`src/inc/ccd_pkg.sv`:
```
/*
 * Shared constants and types for the channel clock divider and delay block:
 * divider codes, field widths, reset values and the configuration structs.
 * Assumes a configuration register file elsewhere presents the field values.
 */
// Contract
// - divide input clock by 2,4,6,8,12,16 per 3-bit code; 111 undefined.
// - code 000 passes clock undivided; bypass flag excludes divider from init.
// - channel power-down 1 stops whole channel, 0 keeps it; resets to 0.
// - each output has own power-down bit, 1 stops it; resets to 0.
// - 8-bit phase delay counts input periods, 0 to 255; resets to 0.
// - each output holds 2-bit amplitude, reset 00, read with its style bit.
// - each output enable resets to 0; 0 holds output low, 1 toggles.
package ccd_pkg;

	localparam int DIV_W   = 3;
	localparam int PHASE_W = 8;
	localparam int AMP_W   = 2;
	localparam int HALF_W  = 4;
	localparam int NUM_OUT = 3;

	// divider codes
	localparam logic [DIV_W-1:0] DIV_BYPASS = 3'h0;
	localparam logic [DIV_W-1:0] DIV_BY2    = 3'h1;
	localparam logic [DIV_W-1:0] DIV_BY4    = 3'h2;
	localparam logic [DIV_W-1:0] DIV_BY6    = 3'h3;
	localparam logic [DIV_W-1:0] DIV_BY8    = 3'h4;
	localparam logic [DIV_W-1:0] DIV_BY12   = 3'h5;
	localparam logic [DIV_W-1:0] DIV_BY16   = 3'h6;
	localparam logic [DIV_W-1:0] DIV_UNDEF  = 3'h7;

	// reset values
	localparam logic [DIV_W-1:0]   RST_DIV   = 3'h0;
	localparam logic [PHASE_W-1:0] RST_PHASE = 8'h00;
	localparam logic               RST_PD    = 1'h0;
	localparam logic               RST_STYLE = 1'h0;
	localparam logic [AMP_W-1:0]   RST_AMP   = 2'h0;
	localparam logic               RST_EN    = 1'h0;

	typedef struct packed {
		logic [DIV_W-1:0]   div_sel;
		logic [PHASE_W-1:0] phase;
		logic               pd;
	} ccd_chan_cfg_type;

	typedef struct packed {
		logic             pd;
		logic             style;   // 0 differential low-voltage, 1 emitter-coupled
		logic [AMP_W-1:0] amp;
		logic             en;
	} ccd_out_cfg_type;

	typedef struct packed {
		logic             style;
		logic [AMP_W-1:0] amp;
	} ccd_drive_type;

	typedef enum logic [1:0] {ST_IDLE, ST_DELAY, ST_RUN} ccd_state_type;

	localparam ccd_chan_cfg_type RST_CHAN = '{div_sel: RST_DIV, phase: RST_PHASE, pd: RST_PD};
	localparam ccd_out_cfg_type  RST_OUT  =
		'{pd: RST_PD, style: RST_STYLE, amp: RST_AMP, en: RST_EN};

	// half output period in input cycles for each divider code
	function automatic logic [HALF_W-1:0] div_half(input logic [DIV_W-1:0] sel);
		logic [HALF_W-1:0] h;
		h = 4'h1;
		case (sel)
			DIV_BY2:  h = 4'h1;
			DIV_BY4:  h = 4'h2;
			DIV_BY6:  h = 4'h3;
			DIV_BY8:  h = 4'h4;
			DIV_BY12: h = 4'h6;
			DIV_BY16: h = 4'h8;
			default:  h = 4'h1;
		endcase
		return h;
	endfunction

endpackage

```
`src/verilog/ccd_phase_div.sv`:
```
/*
 * Phase delay and frequency divider core for one channel.
 * Assumes restart is a one-cycle pulse from the channel wrapper and that
 * div_sel and phase stay put while running unless restart accompanies a change.
 */
`timescale 1ns/1ps
`default_nettype none

module ccd_phase_div (
	input  wire logic                         clk,
	input  wire logic                         arst_n,
	input  wire logic                         run,
	input  wire logic                         restart,
	input  wire logic [ccd_pkg::DIV_W-1:0]    div_sel,
	input  wire logic [ccd_pkg::PHASE_W-1:0]  phase,
	output logic                              div_clk_ff,
	output logic                              running_ff
);

	ccd_pkg::ccd_state_type              state_ff;
	ccd_pkg::ccd_state_type              nxt_state;
	logic [ccd_pkg::PHASE_W-1:0]         cnt_ff;
	logic [ccd_pkg::PHASE_W-1:0]         nxt_cnt;
	logic [ccd_pkg::HALF_W-1:0]          hcnt_ff;
	logic [ccd_pkg::HALF_W-1:0]          nxt_hcnt;
	logic [ccd_pkg::HALF_W-1:0]          half;
	logic [ccd_pkg::HALF_W-1:0]          since_ff;
	logic [ccd_pkg::PHASE_W-1:0]         dly_seen_ff;
	logic                                nxt_div;

	// sequencer: wait phase cycles, then divide
	always_comb
	begin
		nxt_state = state_ff;
		nxt_cnt   = cnt_ff;
		nxt_hcnt  = hcnt_ff;
		nxt_div   = div_clk_ff;
		half      = ccd_pkg::div_half(div_sel);
		case (state_ff)
			ccd_pkg::ST_IDLE:
			begin
				nxt_div = 1'b0;
				if (run && div_sel != ccd_pkg::DIV_UNDEF)
				begin
					if (phase == 8'h00)
					begin
						nxt_state = ccd_pkg::ST_RUN;
						nxt_div   = 1'b1;
						nxt_hcnt  = 4'(half - 4'h1);
					end
					else
					begin
						nxt_state = ccd_pkg::ST_DELAY;
						nxt_cnt   = 8'(phase - 8'h01);
					end
				end
			end
			ccd_pkg::ST_DELAY:
			begin
				if (cnt_ff == 8'h00)
				begin
					nxt_state = ccd_pkg::ST_RUN;
					nxt_div   = 1'b1;
					nxt_hcnt  = 4'(half - 4'h1);
				end
				else
					nxt_cnt = 8'(cnt_ff - 8'h01);
			end
			default:
			begin
				// bypass holds the pass gate open
				if (div_sel == ccd_pkg::DIV_BYPASS)
					nxt_div = 1'b1;
				else if (hcnt_ff == 4'h0)
				begin
					nxt_div  = ~div_clk_ff;
					nxt_hcnt = 4'(half - 4'h1);
				end
				else
					nxt_hcnt = 4'(hcnt_ff - 4'h1);
			end
		endcase
		if (!run || restart)
		begin
			nxt_state = ccd_pkg::ST_IDLE;
			nxt_div   = 1'b0;
		end
	end

	// state registers
	always_ff @(posedge clk or negedge arst_n)
	begin
		if (!arst_n)
		begin
			state_ff   <= ccd_pkg::ST_IDLE;
			cnt_ff     <= 8'h00;
			hcnt_ff    <= 4'h0;
			div_clk_ff <= 1'b0;
			running_ff <= 1'b0;
		end
		else
		begin
			state_ff   <= nxt_state;
			cnt_ff     <= nxt_cnt;
			hcnt_ff    <= nxt_hcnt;
			div_clk_ff <= nxt_div;
			running_ff <= (nxt_state == ccd_pkg::ST_RUN);
		end
	end

	// helper counters for checks only
	always_ff @(posedge clk or negedge arst_n)
	begin
		if (!arst_n)
		begin
			since_ff    <= 4'h0;
			dly_seen_ff <= 8'h00;
		end
		else
		begin
			since_ff    <= (nxt_div != div_clk_ff || nxt_state != ccd_pkg::ST_RUN) ?
				4'h0 : 4'(since_ff + 4'h1);
			dly_seen_ff <= (state_ff == ccd_pkg::ST_DELAY) ? 8'(dly_seen_ff + 8'h01) : 8'h00;
		end
	end

	chk_half_period: assert property (
		@(posedge clk) disable iff (!arst_n)
		(state_ff == ccd_pkg::ST_RUN && nxt_state == ccd_pkg::ST_RUN && nxt_div != div_clk_ff)
		|-> since_ff == 4'(half - 4'h1))
		else $error("divided clock half period wrong");

	chk_bypass_pass: assert property (
		@(posedge clk) disable iff (!arst_n)
		(state_ff == ccd_pkg::ST_RUN && div_sel == ccd_pkg::DIV_BYPASS) |-> div_clk_ff)
		else $error("bypass gate not open");

	chk_undef_idle: assert property (
		@(posedge clk) disable iff (!arst_n)
		(state_ff == ccd_pkg::ST_IDLE && div_sel == ccd_pkg::DIV_UNDEF)
		|=> state_ff == ccd_pkg::ST_IDLE && !div_clk_ff)
		else $error("undefined code started divider");

	chk_delay_len: assert property (
		@(posedge clk) disable iff (!arst_n)
		(state_ff == ccd_pkg::ST_DELAY && nxt_state == ccd_pkg::ST_RUN)
		|-> 8'(dly_seen_ff + 8'h01) == phase)
		else $error("phase delay length wrong");

	chk_zero_delay: assert property (
		@(posedge clk) disable iff (!arst_n)
		(state_ff == ccd_pkg::ST_IDLE && run && !restart && phase == 8'h00
			&& div_sel != ccd_pkg::DIV_UNDEF)
		|=> state_ff == ccd_pkg::ST_RUN ##0 div_clk_ff)
		else $error("zero delay did not start at once");

endmodule // ccd_phase_div

`default_nettype wire

```
`src/verilog/ccd_channel.sv`:
```
/*
 * One clock fanout channel: configuration registers, restart control,
 * divider with phase delay, and per-output gating and drive settings.
 * Assumes the serial configuration logic presents field values with a
 * one-cycle write strobe, and that analog drivers consume the drive codes.
 */
`timescale 1ns/1ps
`default_nettype none

module ccd_channel #(
	parameter int NUM_OUT = ccd_pkg::NUM_OUT
) (
	input  wire logic                     clk,
	input  wire logic                     arst_n,
	input  wire logic                     cfg_we,
	input  wire ccd_pkg::ccd_chan_cfg_type chan_cfg_in,
	input  wire ccd_pkg::ccd_out_cfg_type  out_cfg_in [NUM_OUT],
	input  wire logic                     bypass_divider_init,
	input  wire logic                     div_init,
	output ccd_pkg::ccd_chan_cfg_type     chan_cfg_ff,
	output ccd_pkg::ccd_out_cfg_type      out_cfg_ff [NUM_OUT],
	output logic [NUM_OUT-1:0]            clock_output_ff,
	output ccd_pkg::ccd_drive_type        out_drive_ff [NUM_OUT],
	output logic                          channel_running_ff
);

	ccd_pkg::ccd_chan_cfg_type  nxt_chan_cfg;
	ccd_pkg::ccd_out_cfg_type   nxt_out_cfg [NUM_OUT];
	ccd_pkg::ccd_drive_type     nxt_drive [NUM_OUT];
	logic [NUM_OUT-1:0]         nxt_clock_output;
	logic                       restart;
	logic                       cfg_change;
	logic                       init_hit;
	logic                       div_clk;
	logic                       div_running;
	logic                       nxt_channel_running;

	// channel register next value
	always_comb
	begin
		nxt_chan_cfg = chan_cfg_ff;
		if (cfg_we)
			nxt_chan_cfg = chan_cfg_in;
	end

	// channel register
	always_ff @(posedge clk or negedge arst_n)
	begin
		if (!arst_n)
			chan_cfg_ff <= ccd_pkg::RST_CHAN;
		else
			chan_cfg_ff <= nxt_chan_cfg;
	end

	// restart on divider or delay change, or on divider init
	always_comb
	begin
		cfg_change = cfg_we && (chan_cfg_in.div_sel != chan_cfg_ff.div_sel ||
			chan_cfg_in.phase != chan_cfg_ff.phase);
		// bypass flag keeps divider out of init
		init_hit   = div_init && !bypass_divider_init;
		restart    = cfg_change || init_hit;
	end

	ccd_phase_div u_phase_div (
		.clk        (clk),
		.arst_n     (arst_n),
		.run        (!chan_cfg_ff.pd),
		.restart    (restart),
		.div_sel    (chan_cfg_ff.div_sel),
		.phase      (chan_cfg_ff.phase),
		.div_clk_ff (div_clk),
		.running_ff (div_running)
	);

	// channel status
	always_comb
	begin
		nxt_channel_running = div_running && !chan_cfg_ff.pd;
	end

	always_ff @(posedge clk or negedge arst_n)
	begin
		if (!arst_n)
			channel_running_ff <= 1'b0;
		else
			channel_running_ff <= nxt_channel_running;
	end

	generate
		for (genvar i = 0; i < NUM_OUT; i++)
		begin : g_out
			// output register next value
			always_comb
			begin
				nxt_out_cfg[i] = out_cfg_ff[i];
				if (cfg_we)
					nxt_out_cfg[i] = out_cfg_in[i];
			end

			// output gating and drive code
			always_comb
			begin
				nxt_clock_output[i] = div_clk && div_running && !chan_cfg_ff.pd &&
					!out_cfg_ff[i].pd && out_cfg_ff[i].en;
				nxt_drive[i].style = out_cfg_ff[i].style;
				nxt_drive[i].amp   = out_cfg_ff[i].amp;
			end

			// output registers
			always_ff @(posedge clk or negedge arst_n)
			begin
				if (!arst_n)
				begin
					out_cfg_ff[i]       <= ccd_pkg::RST_OUT;
					clock_output_ff[i]  <= 1'b0;
					out_drive_ff[i]     <= '{style: ccd_pkg::RST_STYLE, amp: ccd_pkg::RST_AMP};
				end
				else
				begin
					out_cfg_ff[i]       <= nxt_out_cfg[i];
					clock_output_ff[i]  <= nxt_clock_output[i];
					out_drive_ff[i]     <= nxt_drive[i];
				end
			end

			chk_out_pd: assert property (
				@(posedge clk) disable iff (!arst_n)
				out_cfg_ff[i].pd |=> !clock_output_ff[i])
				else $error("powered-down output toggles");

			chk_out_en: assert property (
				@(posedge clk) disable iff (!arst_n)
				!out_cfg_ff[i].en |=> !clock_output_ff[i])
				else $error("disabled output not held low");

			chk_out_follow: assert property (
				@(posedge clk) disable iff (!arst_n)
				(out_cfg_ff[i].en && !out_cfg_ff[i].pd && !chan_cfg_ff.pd && div_running)
				|=> clock_output_ff[i] == $past(div_clk))
				else $error("enabled output does not follow divider");

			chk_drive_amp: assert property (
				@(posedge clk) disable iff (!arst_n)
				1'b1 |=> out_drive_ff[i].amp == $past(out_cfg_ff[i].amp)
					&& out_drive_ff[i].style == $past(out_cfg_ff[i].style))
				else $error("drive code does not track amplitude and style");

			chk_out_load: assert property (
				@(posedge clk) disable iff (!arst_n)
				cfg_we
				|=> out_cfg_ff[i] == $past(out_cfg_in[i]))
				else $error("output register did not load");

			chk_out_hold: assert property (
				@(posedge clk) disable iff (!arst_n)
				!cfg_we
				|=> out_cfg_ff[i] == $past(out_cfg_ff[i]))
				else $error("output register changed without a write");

			chk_bypass_level: assert property (
				@(posedge clk) disable iff (!arst_n)
				(chan_cfg_ff.div_sel == ccd_pkg::DIV_BYPASS && div_running && !chan_cfg_ff.pd
					&& !out_cfg_ff[i].pd && out_cfg_ff[i].en)
				|=> clock_output_ff[i])
				else $error("bypassed output not at pass level");
		end
	endgenerate

	chk_chan_pd: assert property (
		@(posedge clk) disable iff (!arst_n)
		chan_cfg_ff.pd |=> clock_output_ff == '0 ##1 clock_output_ff == '0)
		else $error("powered-down channel still drives outputs");

	chk_chan_pd_stop: assert property (
		@(posedge clk) disable iff (!arst_n)
		chan_cfg_ff.pd |=> !div_running)
		else $error("divider runs in powered-down channel");

	chk_init_skip: assert property (
		@(posedge clk) disable iff (!arst_n)
		(div_init && bypass_divider_init && !cfg_change) |-> !restart)
		else $error("bypassed divider restarted by init");

	chk_init_hit: assert property (
		@(posedge clk) disable iff (!arst_n)
		(div_init && !bypass_divider_init && !chan_cfg_ff.pd) |=> !div_running)
		else $error("divider init did not restart the divider");

	chk_delay_start: assert property (
		@(posedge clk) disable iff (!arst_n)
		(cfg_change && chan_cfg_in.phase == 8'h02 && !chan_cfg_in.pd
			&& chan_cfg_in.div_sel != ccd_pkg::DIV_UNDEF)
		|=> !div_running ##1 !div_running ##1 !div_running ##1 div_running)
		else $error("two-period delay not applied");

	chk_cfg_load: assert property (
		@(posedge clk) disable iff (!arst_n)
		cfg_we
		|=> chan_cfg_ff == $past(chan_cfg_in))
		else $error("channel register did not load");

	chk_cfg_hold: assert property (
		@(posedge clk) disable iff (!arst_n)
		!cfg_we
		|=> chan_cfg_ff == $past(chan_cfg_ff))
		else $error("channel register changed without a write");

	chk_pd_status: assert property (
		@(posedge clk) disable iff (!arst_n)
		chan_cfg_ff.pd
		|=> !channel_running_ff)
		else $error("powered-down channel reports running");

	chk_restart_stop: assert property (
		@(posedge clk) disable iff (!arst_n)
		restart
		|=> !div_running)
		else $error("restart did not return divider to idle");

	chk_idle_low: assert property (
		@(posedge clk) disable iff (!arst_n)
		!div_running
		|=> clock_output_ff == '0)
		else $error("outputs toggle while divider idle");

endmodule // ccd_channel

`default_nettype wire

```
`config.mk`:
```
export PLATFORM = sky130hd
export DESIGN_NAME = ccd_channel
export DESIGN_NICKNAME = d
export VERILOG_FILES = /design/src/inc/ccd_pkg.sv /design/src/verilog/ccd_phase_div.sv /design/src/verilog/ccd_channel.sv
export SDC_FILE = /design/constraint.sdc
export NUM_CORES = 1
export LEC_CHECK = 0
export ABC_AREA = 0
export BUFFER_PORTS_ARGS = -buffer_cell sky130_fd_sc_hd__buf_2
export CAP_MARGIN = 0
export CORE_MARGIN = 2
export CORE_UTILIZATION = 44
export CTS_CLUSTER_DIAMETER = 30
export DETAILED_ROUTE_END_ITERATION = 7
export PLACE_DENSITY = 0.68
export SETUP_SLACK_MARGIN = 0.4
export SYNTH_ARGS = -nofsm -noshare
export SYNTH_HDL_FRONTEND = slang
export SYNTH_HIERARCHICAL = 1
export SYNTH_SLANG_ARGS = --single-unit
```
`constraint.sdc`:
```
create_clock -name clk -period 3 [get_ports clk]
set_clock_uncertainty 0.2 [all_clocks]
set_input_delay 0.6 -clock clk [delete_from_list [all_inputs] [get_ports clk]]
set_output_delay 0.6 -clock clk [all_outputs]
set_load 0.02 [all_outputs]
```
== Word-level counts from Yosys, hierarchy flattened ==
Cells that the tools add are included.
Word-level totals
  input bits: 32
  output and inout port bits: 40
  register bits after elaboration: 56
  word-level logic and storage cells: 105
Operators by class
  add/sub/neg operators: 4
  reductions and logical operators: 30
  equality and inequality tests: 17
  mux-type cells: 23
  bitwise logic cells: 1
Operators by type and width (number)
  two-way mux 8 bit: 3
  two-way mux 4 bit: 5
  one-hot mux 4 bit (5 select lines): 1
  logical NOT 8 bit: 2
  one-hot mux 8 bit (2 select lines): 1
  subtractor 8 x 1 -> 8 bit (second input constant): 2
  logical AND 1 bit: 12
  equality test 3 bit (second input constant): 3
  two-way mux 2 bit: 4
  inequality test 8 bit: 1
  one-hot mux 4 bit (2 select lines): 1
  AND reduction 4 bit: 2
  subtractor 4 x 1 -> 4 bit (second input constant): 2
  equality test 3 x 2 -> 1 bit (second input constant): 2
  two-way mux 1 bit: 6
  inequality test 2 x 1 -> 1 bit (second input constant): 3
  inequality test 3 bit (second input constant): 2
  logical NOT 1 bit: 5
  nonzero test 5 bit: 1
  logical NOT 4 bit: 1
  inequality test 2 bit (second input constant): 2
  one-hot mux 2 bit (2 select lines): 1
  logical NOT 3 bit: 1
  logical OR 1 bit: 3
  other kinds (9): 9

== Logic depth before layout (Yosys ltp) ==
Gate-level depths: netlist of run 1.
  depth in word-level cells: 7
  gate-level depth with buffers: 10
  gate-level depth less buffers: 8

== Cells and area by module ==
The synthesis of run 1 kept the hierarchy.
Modules (own cells, without submodules)
  ccd_channel: times used 1, cells each 94, area each 1522.7 um^2, sequential area each 1001.0 um^2
  ccd_phase_div: times used 1, cells each 143, area each 1268.7 um^2, sequential area each 400.4 um^2

== Worst setup path before layout of run 1 ==
OpenSTA, ideal clock, no wires.
  path type: register -> register
  start: register u_phase_div.state_ff[1]
  end: register u_phase_div/cnt_ff[6] in the netlist's numbering
  stages on the path, launching flop included: 11
  setup slack: 0.746 ns
  path buffers: 3
  required time: 2.672 ns
  clock period less this slack: 2.254 ns
  data arrival time: 1.926 ns
  setup time: 0.128 ns
  cell sequence: dfrtp_1 -> buf_6 -> nand2b_4 -> buf_4 -> buf_2 -> mux2i_1 -> ha_1 -> inv_1 -> nor3_1 -> xnor2_1 -> a21oi_1
Between the ends
  longest elaborated chain between the ends: 3
  elaborated cells between the ends (all ways): 8
  those cells by class: 4 x eq/ne; 1 x mux; 3 x reduce/logical
Ends and longest elaborated chain
  start, declared: line ccd_phase_div.sv:20  | ccd_pkg::ccd_state_type state_ff;
  start signal, assigned: line ccd_phase_div.sv:95  | state_ff <= ccd_pkg::ST_IDLE;
  start signal, assigned: line ccd_phase_div.sv:103  | state_ff <= nxt_state;
  equality test 2 x 1 -> 1 bit or logical NOT 2 bit (tied branches)
  inequality test 2 bit (no line) (tied with other cells)
  AND reduction 4 bit (no line)
  end signal, assigned: line ccd_phase_div.sv:104  | cnt_ff <= nxt_cnt;
  end, declared: line ccd_phase_div.sv:22  | logic [ccd_pkg::PHASE_W-1:0] cnt_ff;
Parallel ways exist; a longest one is shown, timed or not.
A chain may end at the register's enable or synchronous reset.

== Worst setup path after layout of run 1 ==
  start: register u_phase_div.state_ff[1]
  end: register u_phase_div/cnt_ff[4] in the netlist's numbering
Same word-level chain as after synthesis.

==> flow_metrics.py, run 1 <==
metrics = {
    "floorplan": {
        "dieArea_um2": 7000,
        "std_cell_rows": 29,
        "start_util_pct": 44.7,
        "die_y_um": 83.7,
        "die_x_um": 83.7,
        "io_pins": 72,
        "core_area_um2": 6240,
    },
    "clock_tree": {
        "cts_root_buf": "clkbuf_8",
        "post_cts_buffers": 0,
        "clk_latency_ns": 0.31,
        "cts_made_buffers": 5,
        "cts_htree_levels": 2,
        "clockBufferDepth": 2,
        "cts_sinks": 56,
        "cts_tree": "done",
        "clk_pin_slew_worst_paths_ns": 0.10,
    },
    "logic_synthesis": {
        "syn_avg_cell_area_um2": 11.8,
        "ys_top_cells_by_count": "dfrtp_1 (56), mux2_2 (19), nor2_1 (16)",
        "synth_area_leaders": "dfrtp_1 (50%), mux2_2 (7.7%), mux2_4 (4.3%)",
        "synth_cells": 237,
        "synth_largest_area_cell": "dfrtp_1",
        "synthesis.area_um2": 2790,
        "synth_edf_count": 0,
        "synth_top_cell_area_share_pct": 50.2,
        "syn_nets": 272,
        "synth-main-ff-cell": "dfrtp_1",
        "async_reset_ff_share_pct": 100,
        "synth_seq_cells": 56,
        "netlist-cell-type-count": 49,
        "yosysMostFrequentCell": "dfrtp_1",
        "seq_area_frac_synth_pct": 50.2,
        "yosys_warnings": 6,
    },
    "final_layout": {
        "nNetsFinal": 347,
        "area_growth_pct": 19.4,
        "diodes": 0,
        "fillers": 586,
        "final_area_um2": 3330,
        "final_cells": 390,
        "drive_above_1_share_pct": 38.3,
    },
    "power": {
        "peakVddDrop_uv": 320,
        "total_leakage_power_uw": 0.00154,
        "powerDensity_nw_per_um2": 587,
    },
    "placed_design": {
        "portBuffers": 71,
        "dp_hpwl_um": 4420,
        "placed_cell_area_um2": 3220,
        "gp_congestion": 0.930,
        "dp.cells": 381,
    },
    "sta": {
        "relSlewSlack_pct": 57.8,
        "drv_slew": 0,
        "hold_violations": 0,
        "fin_setup_tns_ns": 0,
        "rsz0062_at_grt": "false",
        "period_needed_ns": 2.35,
        "setup-violations-final": 0,
        "max_freq_mhz": 425,
        "worst_pin_slew_ns": 0.633,
        "fin_crit_sh_pct": 78.4,
    },
    "grt": {
        "overflow": 0,
        "track_usage_pct": 17.5,
        "antenna_found_initial": 0,
        "grt_pass1_wl_um": 9950,
        "first_global_vias": 2024,
        "grt_max_degree": 31,
    },
    "routing": {
        "routed_wl_um": 6060,
        "vias": 2096,
        "drtIter0Drc": 108,
        "vias_per_cell": 5.37,
        "ant_nets": 0,
        "dr.pass1.iters": 4,
        "wl_per_cell_um": 15.5,
        "drc": 0,
    },
    "hold_path": {
        "hold_path_class": "primary input to asynchronous set/reset pin",
    },
    "critical_path": {
        "crit_required_ns": 3.03,
        "startpoint_type": "flop",
        "ff2ff_path_depth": 7,
        "criticalPathCategory": "flop to flop",
        "path_max_fanout": 11,
        "endpoint_kind": "flop",
        "cp.arrival_ns": 2.38,
        "worstReg2RegEnd": "u_phase_div/cnt_ff[4]$_DFFE_PN0P_",
        "r2r_setup_slack_ns": 0.65,
        "timing.rr.start": "u_phase_div/state_ff[1]$_DFF_PN0_",
    },
    "outcome": {
        "outcome": "finished clean",
    },
    "job": {
        "max_cap_violations": 0,
    },
}
## kinds of logic (layout without fill, tap and decap cells)
group / Yosys count / in the layout / share of synthesized area, %
AOI/OAI and AO/OA: 45 / 45 / 12.0
xor gates and xnor gates: 13 / 13 / 4.08
adders and majority gates: 3 / 3 / 1.34
buffers and inverters: 16 / 91 / 3.18
DFF: 56 / 56 / 50.2
muxes: 36 / 36 / 15.3
and+or+nand+nor: 68 / 69 / 13.9
## cell usage in the layout, fill, tap and decap left out, drive strengths merged, types with 6 or more instances in the layout
cell type  instances
a21oi             11
inv               11
nand2             13
nor2              16
dfrtp             56
buf               73
mux2              27
mux2i              9
xnor2             13
nor3               8
o21ai              8
nand2b             6
## where the power goes
part | leakage, uW | switching, uW | total, uW | internal (uW)
clock network | 0.0000487 | 257 | 428 | 171
registers | 0.000674 | 132 | 997 | 864
logic | 0.000821 | 299 | 531 | 232
## worst max-delay path, stage by stage, from the launching register on
cell and delay [ns]:
dfrtp_2 0.51, nand2b_4 0.29, mux2i_4 0.35, ha_1 0.28
inv_1 0.10, a2111oi_0 0.31, a31oi_1 0.07, o21ai_0 0.16
## sequential cells by signal, indices dropped and copies added (netlist names)
| name | cells |
|---|---|
| clock_output_ff | 3 |
| out_drive_ff | 9 |
| channel_running_ff | 1 |
| u_phase_div/cnt_ff | 8 |
| out_cfg_ff | 15 |
| u_phase_div/running_ff | 1 |
| chan_cfg_ff | 12 |
| u_phase_div/div_clk_ff | 1 |
| u_phase_div/hcnt_ff | 4 |
| u_phase_div/state_ff | 2 |
## cell type report
cell class	instances	area (um^2)	share of cell area (%)
sequential	56	1400	42.1
multi-input combinational	166	1320	39.6
timing repair buffer	73	383	11.5
tap	77	96.3	2.89
clock buffer	5	68.8	2.06
inverter	10	37.5	1.13
clock inverter	3	26.3	0.788
## per-stage QoR
stage / power (uW) / hold slack, ns / util (%) / setup WS (ns)
global route: 2080 / 0.139 / 53.4 / 0.418
CTS: 1960 / 0.111 / 53.1 / 0.470
global placement: 1520 / 0.175 / 51.6 / 0.556
detailed placement: 1530 / 0.178 / 51.6 / 0.498
floorplan: 1350 / 0.104 / - / 0.746
finish: 1960 / 0.0981 / 53.4 / 0.648
## per-layer routing
metal | global-route usage [%] | vias to the layer above | share of wire, %
met1 | 23.9 | 1011 | 45
li1 | - | 1006 | -
met4 | 4.55 | 0 | 1.1
met3 | 6.13 | 6 | 8.2
met2 | 26.8 | 73 | 46
met5 | 0 | - | 0
## timing repair
action                                  CTS  global route
hold buffers                              0             0
endpoints found under the setup margin    0             2
gates resized for setup                   0             2
## worst max-delay path by stage
stage / startpoint / end / slack, ns / cells past startpoint
final: u_phase_div/state_ff[1]$_DFF_PN0_ / u_phase_div/cnt_ff[4]$_DFFE_PN0P_ / 0.65 / 7
after global routing: u_phase_div/state_ff[1]$_DFF_PN0_ / u_phase_div/cnt_ff[4]$_DFFE_PN0P_ / 0.42 / 7
after CTS: u_phase_div/state_ff[1]$_DFF_PN0_ / u_phase_div/cnt_ff[4]$_DFFE_PN0P_ / 0.47 / 7
after detailed placement: u_phase_div/state_ff[1]$_DFF_PN0_ / u_phase_div/cnt_ff[6]$_DFFE_PN0P_ / 0.50 / 7
after global placement: u_phase_div/state_ff[1]$_DFF_PN0_ / u_phase_div/cnt_ff[4]$_DFFE_PN0P_ / 0.56 / 7
after floorplan: u_phase_div/state_ff[1]$_DFF_PN0_ / u_phase_div/cnt_ff[6]$_DFFE_PN0P_ / 0.75 / 10
Note: power is estimated with default switching activity, not from simulation.
==> inputs of run 2 (changes only) <==
==> constraint.sdc (replaced) <==
create_clock -name clk -period 2.4 [get_ports clk]
set_clock_uncertainty 0.2 [all_clocks]
set_input_delay 0.48 -clock clk [delete_from_list [all_inputs] [get_ports clk]]
set_output_delay 0.48 -clock clk [all_outputs]
set_load 0.02 [all_outputs]
==> run 2 against run 1 <==
Total power increased by 32%. Design area increased by 8.7%. Flip-flop and latch count unchanged. Critical endpoint is now u_phase_div/hcnt_ff[0]$_DFFE_PN0P_. Worst hold slack improved by 0.094 ns. Fmax up 19%. Die area unchanged. Critical path depth decreased by 1. Utilization increased by 4.6 points. Combinational power rose by 50%. Register-to-register slack lost 0.23 ns. Final cell count rose by 4.4%. Highest routed layer unchanged.
==> flow_metrics.py, run 2 (synthesized netlist as in run 1, its figures left out) <==
metrics = {
    "outcome": {
        "outcome": "finished clean",
    },
    "routing": {
        "vias_per_cell": 5.44,
        "ant_nets": 0,
        "drc": 0,
        "vias": 2215,
        "routed_wl_um": 6300,
        "drtIter0Drc": 155,
        "dr.pass1.iters": 4,
        "wl_per_cell_um": 15.5,
    },
    "sta": {
        "holdWs_ns": 0.192,
        "relSlewSlack_pct": 56.8,
        "max_freq_mhz": 504,
        "setup-violations-final": 0,
        "hold_violations": 0,
        "fin_crit_sh_pct": 82.7,
        "setup_slack_ns": 0.416,
        "worst_pin_slew_ns": 0.648,
        "fin_setup_tns_ns": 0,
        "period_needed_ns": 1.98,
        "rsz0062_at_grt": "true",
        "drv_slew": 0,
    },
    "floorplan": {
        "core_area_um2": 6240,
        "std_cell_rows": 29,
        "die_x_um": 83.7,
        "die_y_um": 83.7,
        "dieArea_um2": 7000,
        "start_util_pct": 44.7,
        "io_pins": 72,
    },
    "critical_path": {
        "crit_required_ns": 2.43,
        "path_max_fanout": 5,
        "crit_chain": "nor2_1 -> a31oi_2 -> a211oi_4 -> buf_4 -> nand3_1 -> o211ai_1",
        "timing.rr.start": "u_phase_div/cnt_ff[2]$_DFFE_PN0P_",
        "startpoint_type": "flop",
        "cp_top_family": "compound AO/OA/AOI/OAI gates",
        "endpoint_kind": "flop",
        "slowest_delay_ns": 0.44,
        "cp.arrival_ns": 2.01,
        "worst-path-buf-inv": 1,
        "worstReg2RegEnd": "u_phase_div/hcnt_ff[0]$_DFFE_PN0P_",
        "ff2ff_path_depth": 6,
        "r2r_setup_slack_ns": 0.42,
        "criticalPathCategory": "flop to flop",
        "crit_slowest_cell": "dfrtp_1",
    },
    "final_layout": {
        "top_regs": "out_cfg_ff x15, chan_cfg_ff x12, out_drive_ff x9",
        "area_growth_pct": 29.8,
        "final_cells": 407,
        "largest_reg_flops": 15,
        "final_area_um2": 3620,
        "mostFrequentLayoutCells": "buf_2 (71), dfrtp_1 (47), mux2_2 (19)",
        "final_common_cell": "buf_2",
        "nNetsFinal": 364,
        "diodes": 0,
        "regMostFlops": "out_cfg_ff",
        "drive_above_1_share_pct": 50.0,
    },
    "grt": {
        "grtUsageMet2_pct": 28.3,
        "grtUsageMet3_pct": 5.14,
        "grt_max_degree": 27,
        "busiest_layer": "met2",
        "antenna_found_initial": 0,
        "grt_pass1_wl_um": 10400,
        "track_usage_pct": 18.3,
        "use_met1_pct": 25.3,
        "first_global_vias": 2113,
        "overflow": 0,
    },
    "placed_design": {
        "placed_cell_area_um2": 3300,
        "post-place-ws_ns": 0.286,
        "gp_congestion": 0.895,
        "dp.cells": 389,
        "dp_hpwl_um": 4490,
        "portBuffers": 71,
    },
    "power": {
        "powerDensity_nw_per_um2": 712,
        "total_leakage_power_uw": 0.00163,
        "peakVddDrop_uv": 561,
    },
    "hold_path": {
        "hold_path_class": "primary input to flop",
        "min_to": "out_cfg_ff[14]$_DFFE_PN0P_",
        "worstHoldStart": "out_cfg_in[14]",
        "min_path_cells": 2,
    },
    "clock_tree": {
        "cts_htree_levels": 2,
        "cts_root_buf": "clkbuf_8",
        "cts_tree": "done",
        "clk_latency_ns": 0.31,
        "cts_made_buffers": 5,
        "clockBufferDepth": 2,
        "clk_pin_slew_worst_paths_ns": 0.11,
        "cts_sinks": 56,
    },
    "job": {
        "max_cap_violations": 0,
    },
}
## run 2: area by class of cell
cell class,instances,area (um^2)
fill,542,2620
sequential,56,1410
tap,77,96.3
multi-input combinational,165,1450
clock buffer,5,68.8
clock inverter,3,22.5
timing repair buffer,91,532
inverter,10,37.5
## run 2: what timing repair did
item | in CTS | in global routing
setup buffers | 5 | 4
pin swaps | 1 | 7
resized for setup | 6 | 28
hold buffers | 1 | 0
hold endpoints to repair | 24 | 0
setup endpoints to repair | 8 | 11
## run 2: report_power, final
group / internal (uW) / total [uW] / switching, uW
clock: 210 / 532 / 322
sequential: 1080 / 1250 / 169
combinational: 362 / 795 / 433
## run 2: per-stage QoR
| stage | util, % | power, uW |
|---|---|---|
| finish | 58.0 | 2580 |
| global route | 58.0 | 2740 |
| CTS | 55.6 | 2500 |
| detailed placement | 52.9 | 1940 |
| global placement | 52.9 | 1930 |
| floorplan | - | 1710 |
## run 2: how the worst max path moves through the flow
stage | endpoint | depth (start not counted) | start | slack, ns
4_1_cts | u_phase_div/div_clk_ff$_DFFE_PN0P_ | 8 | chan_cfg_ff[6]$_DFFE_PN0P_ | 0.40
3_3_place_gp | u_phase_div/cnt_ff[6]$_DFFE_PN0P_ | 7 | u_phase_div/state_ff[0]$_DFF_PN0_ | 0.29
2_1_floorplan | u_phase_div/cnt_ff[4]$_DFFE_PN0P_ | 10 | u_phase_div/state_ff[1]$_DFF_PN0_ | 0.34
3_5_place_dp | u_phase_div/hcnt_ff[3]$_DFFE_PN0P_ | 5 | chan_cfg_ff[8]$_DFFE_PN0P_ | 0.29
6_report | u_phase_div/hcnt_ff[0]$_DFFE_PN0P_ | 6 | u_phase_div/cnt_ff[2]$_DFFE_PN0P_ | 0.42
5_1_grt | u_phase_div/hcnt_ff[0]$_DFFE_PN0P_ | 6 | u_phase_div/cnt_ff[1]$_DFFE_PN0P_ | 0.33
## run 2: worst register-to-register path, cell delays in order (launching register included)
cell	delay [ns]
dfrtp_1	0.44
nor2_1	0.36
a31oi_2	0.25
a211oi_4	0.30
buf_4	0.17
nand3_1	0.08
o211ai_1	0.10
## run 2: metal layers
metal  vias up  wire length [um]
met5         -                 0
met4         0                99
met3        10               475
met2        88              3040
met1      1071              2680
li1       1046                 -
==> inputs of run 3 (changes only) <==
==> constraint.sdc (replaced) <==
create_clock -name clk -period 2 [get_ports clk]
set_clock_uncertainty 0.2 [all_clocks]
set_input_delay 0.4 -clock clk [delete_from_list [all_inputs] [get_ports clk]]
set_output_delay 0.4 -clock clk [all_outputs]
set_load 0.02 [all_outputs]
==> run 3 against run 2 <==
First-iteration DRC count is 27% higher. Sequential power is 18% higher. Register-to-register slack worse by 0.39 ns. Sequential share of layout area is 3.7 points lower. Global-route usage is 1.8 points higher. Total power is 36% higher. Largest cell class unchanged. Highest routed layer unchanged.
==> flow_metrics.py, run 3 (synthesized netlist as in run 1, its figures left out) <==
metrics = {
    "final_layout": {
        "final_common_cell": "buf_2",
        "largest_reg_flops": 15,
        "diodes": 0,
        "nNetsFinal": 392,
        "area_growth_pct": 43.7,
        "fillers": 478,
        "final_area_um2": 4010,
        "regMostFlops": "out_cfg_ff",
        "top_regs": "out_cfg_ff x15, chan_cfg_ff x12, out_drive_ff x9",
        "drive_above_1_share_pct": 55.9,
        "multi_input_area_um2": 1480,
        "seqCellArea_um2": 1420,
        "mostFrequentLayoutCells": "buf_2 (61), dfrtp_1 (45), buf_4 (33)",
    },
    "clock_tree": {
        "cts_sinks": 56,
        "clk_latency_ns": 0.31,
        "clk_pin_slew_worst_paths_ns": 0.10,
        "cts_htree_levels": 2,
        "cts_made_buffers": 5,
        "cts_tree": "done",
        "cts_root_buf": "clkbuf_8",
        "clockBufferDepth": 2,
    },
    "sta": {
        "fin_setup_tns_ns": 0,
        "hold_violations": 0,
        "relSlewSlack_pct": 62.1,
        "holdWs_ns": 0.0975,
        "worst_pin_slew_ns": 0.565,
        "setup-violations-final": 0,
        "period_needed_ns": 1.97,
        "drv_slew": 0,
        "fin_crit_sh_pct": 98.5,
        "rsz0062_at_grt": "true",
        "max_freq_mhz": 508,
    },
    "floorplan": {
        "std_cell_rows": 29,
        "io_pins": 72,
        "dieArea_um2": 7000,
        "die_y_um": 83.7,
        "die_x_um": 83.7,
        "start_util_pct": 44.7,
        "core_area_um2": 6240,
    },
    "power": {
        "powerDensity_nw_per_um2": 874,
        "total_leakage_power_uw": 0.00186,
        "peakVddDrop_uv": 666,
    },
    "hold_path": {
        "hold_path_class": "primary input to flop",
    },
    "placed_design": {
        "gp_congestion": 0.856,
        "portBuffers": 71,
        "dp_hpwl_um": 4650,
        "placed_cell_area_um2": 3440,
    },
    "critical_path": {
        "crit_chain": "nor4_4 -> buf_4 -> a211oi_4 -> a21o_1 -> buf_4 -> nand2_1 -> nand2_1",
        "worst-path-buf-inv": 2,
        "criticalPathCategory": "flop to flop",
        "crit_slowest_cell": "dfrtp_2",
        "crit_required_ns": 2.00,
        "path_max_fanout": 7,
        "cp_top_family": "simple AND/OR/NAND/NOR gates",
        "startpoint_type": "flop",
        "endpoint_kind": "flop",
        "cp.arrival_ns": 1.97,
        "slowest_delay_ns": 0.46,
    },
    "routing": {
        "routed_wl_um": 6950,
        "ant_nets": 0,
        "drc": 0,
        "dr.pass1.iters": 5,
        "drtIter0Drc": 197,
        "met3_length_um": 435,
        "wl_met1_um": 2900,
        "vias_per_cell": 5.39,
        "maxUsedRoutingLayer": "met4",
        "wl_per_cell_um": 16.0,
        "wl_met2_um": 3420,
        "vias": 2345,
    },
    "grt": {
        "antenna_found_initial": 0,
        "grt_pass1_wl_um": 11300,
        "overflow": 0,
        "track_usage_pct": 20.1,
        "grt_max_degree": 57,
        "first_global_vias": 2330,
    },
    "job": {
        "max_cap_violations": 0,
    },
    "outcome": {
        "outcome": "finished clean",
    },
}
[run 3: area by class of cell]
type	instances	area share, %
well taps	77	2.40
clock buffers	6	1.81
multi-input cells	165	36.9
clock inverters	2	1.50
repair buffers	119	21.2
inverters	10	0.935
flip-flops and latches	56	35.3
[run 3: power by group]
part / switching (uW) / total [uW] / internal (uW)
Sequential: 177 / 1480 / 1300
Combinational: 600 / 1160 / 561
Clock: 367 / 867 / 501
[run 3: what timing repair did]
action	CTS	global route
hold buffers	1	0
endpoints found under the hold margin	56	0
gates resized for setup	31	25
pin swaps	27	11
buffers inserted	18	5
endpoints found under the setup margin	20	25
cloned	0	0
[run 3: worst paths after layout]
check / startpoint / to / slack, ns / cells after the start
min: chan_cfg_in[0] / chan_cfg_ff[0]$_DFFE_PN0P_ / 0.1 / 3
max: chan_cfg_ff[2]$_DFFE_PN0P_ / u_phase_div/cnt_ff[0]$_DFFE_PN0P_ / 0.03 / 7
max in group asynchronous: arst_n / chan_cfg_ff[5]$_DFFE_PN0P_ / 0.92 / 3
min reg2reg: out_cfg_ff[3]$_DFFE_PN0P_ / out_drive_ff[2]$_DFF_PN0_ / 0.20 / 0
max reg2reg: chan_cfg_ff[2]$_DFFE_PN0P_ / u_phase_div/cnt_ff[0]$_DFFE_PN0P_ / 0.03 / 7
min in group asynchronous: arst_n / u_phase_div/cnt_ff[4]$_DFFE_PN0P_ / 0.41 / 3
[run 3: routing by layer]
layer  vias up  GRT usage, %
met1      1146          26.4
li1       1102             -
met5         -             0
met3        15          5.34
met2        82          32.7
met4         0          5.87
[run 3: worst min-delay path, delay by kind of cell]
kind	cells	cell delay (ns)
buffers and inverters	1	0.07
and+or+nand+nor	1	0.04
AOI/OAI and AO/OA	1	0.05
[run 3: through the flow]
stage	utilization (%)	total power (uW)	instances	worst slack, ns
2_1_floorplan	-	2070	237	-0.0470
3_3_place_gp	55.2	2410	403	-0.0730
3_5_place_dp	55.2	2420	403	-0.0785
4_1_cts	62.2	3410	430	0.0585
5_1_grt	64.3	3690	435	-0.0921
6_report	64.3	3510	435	0.0308
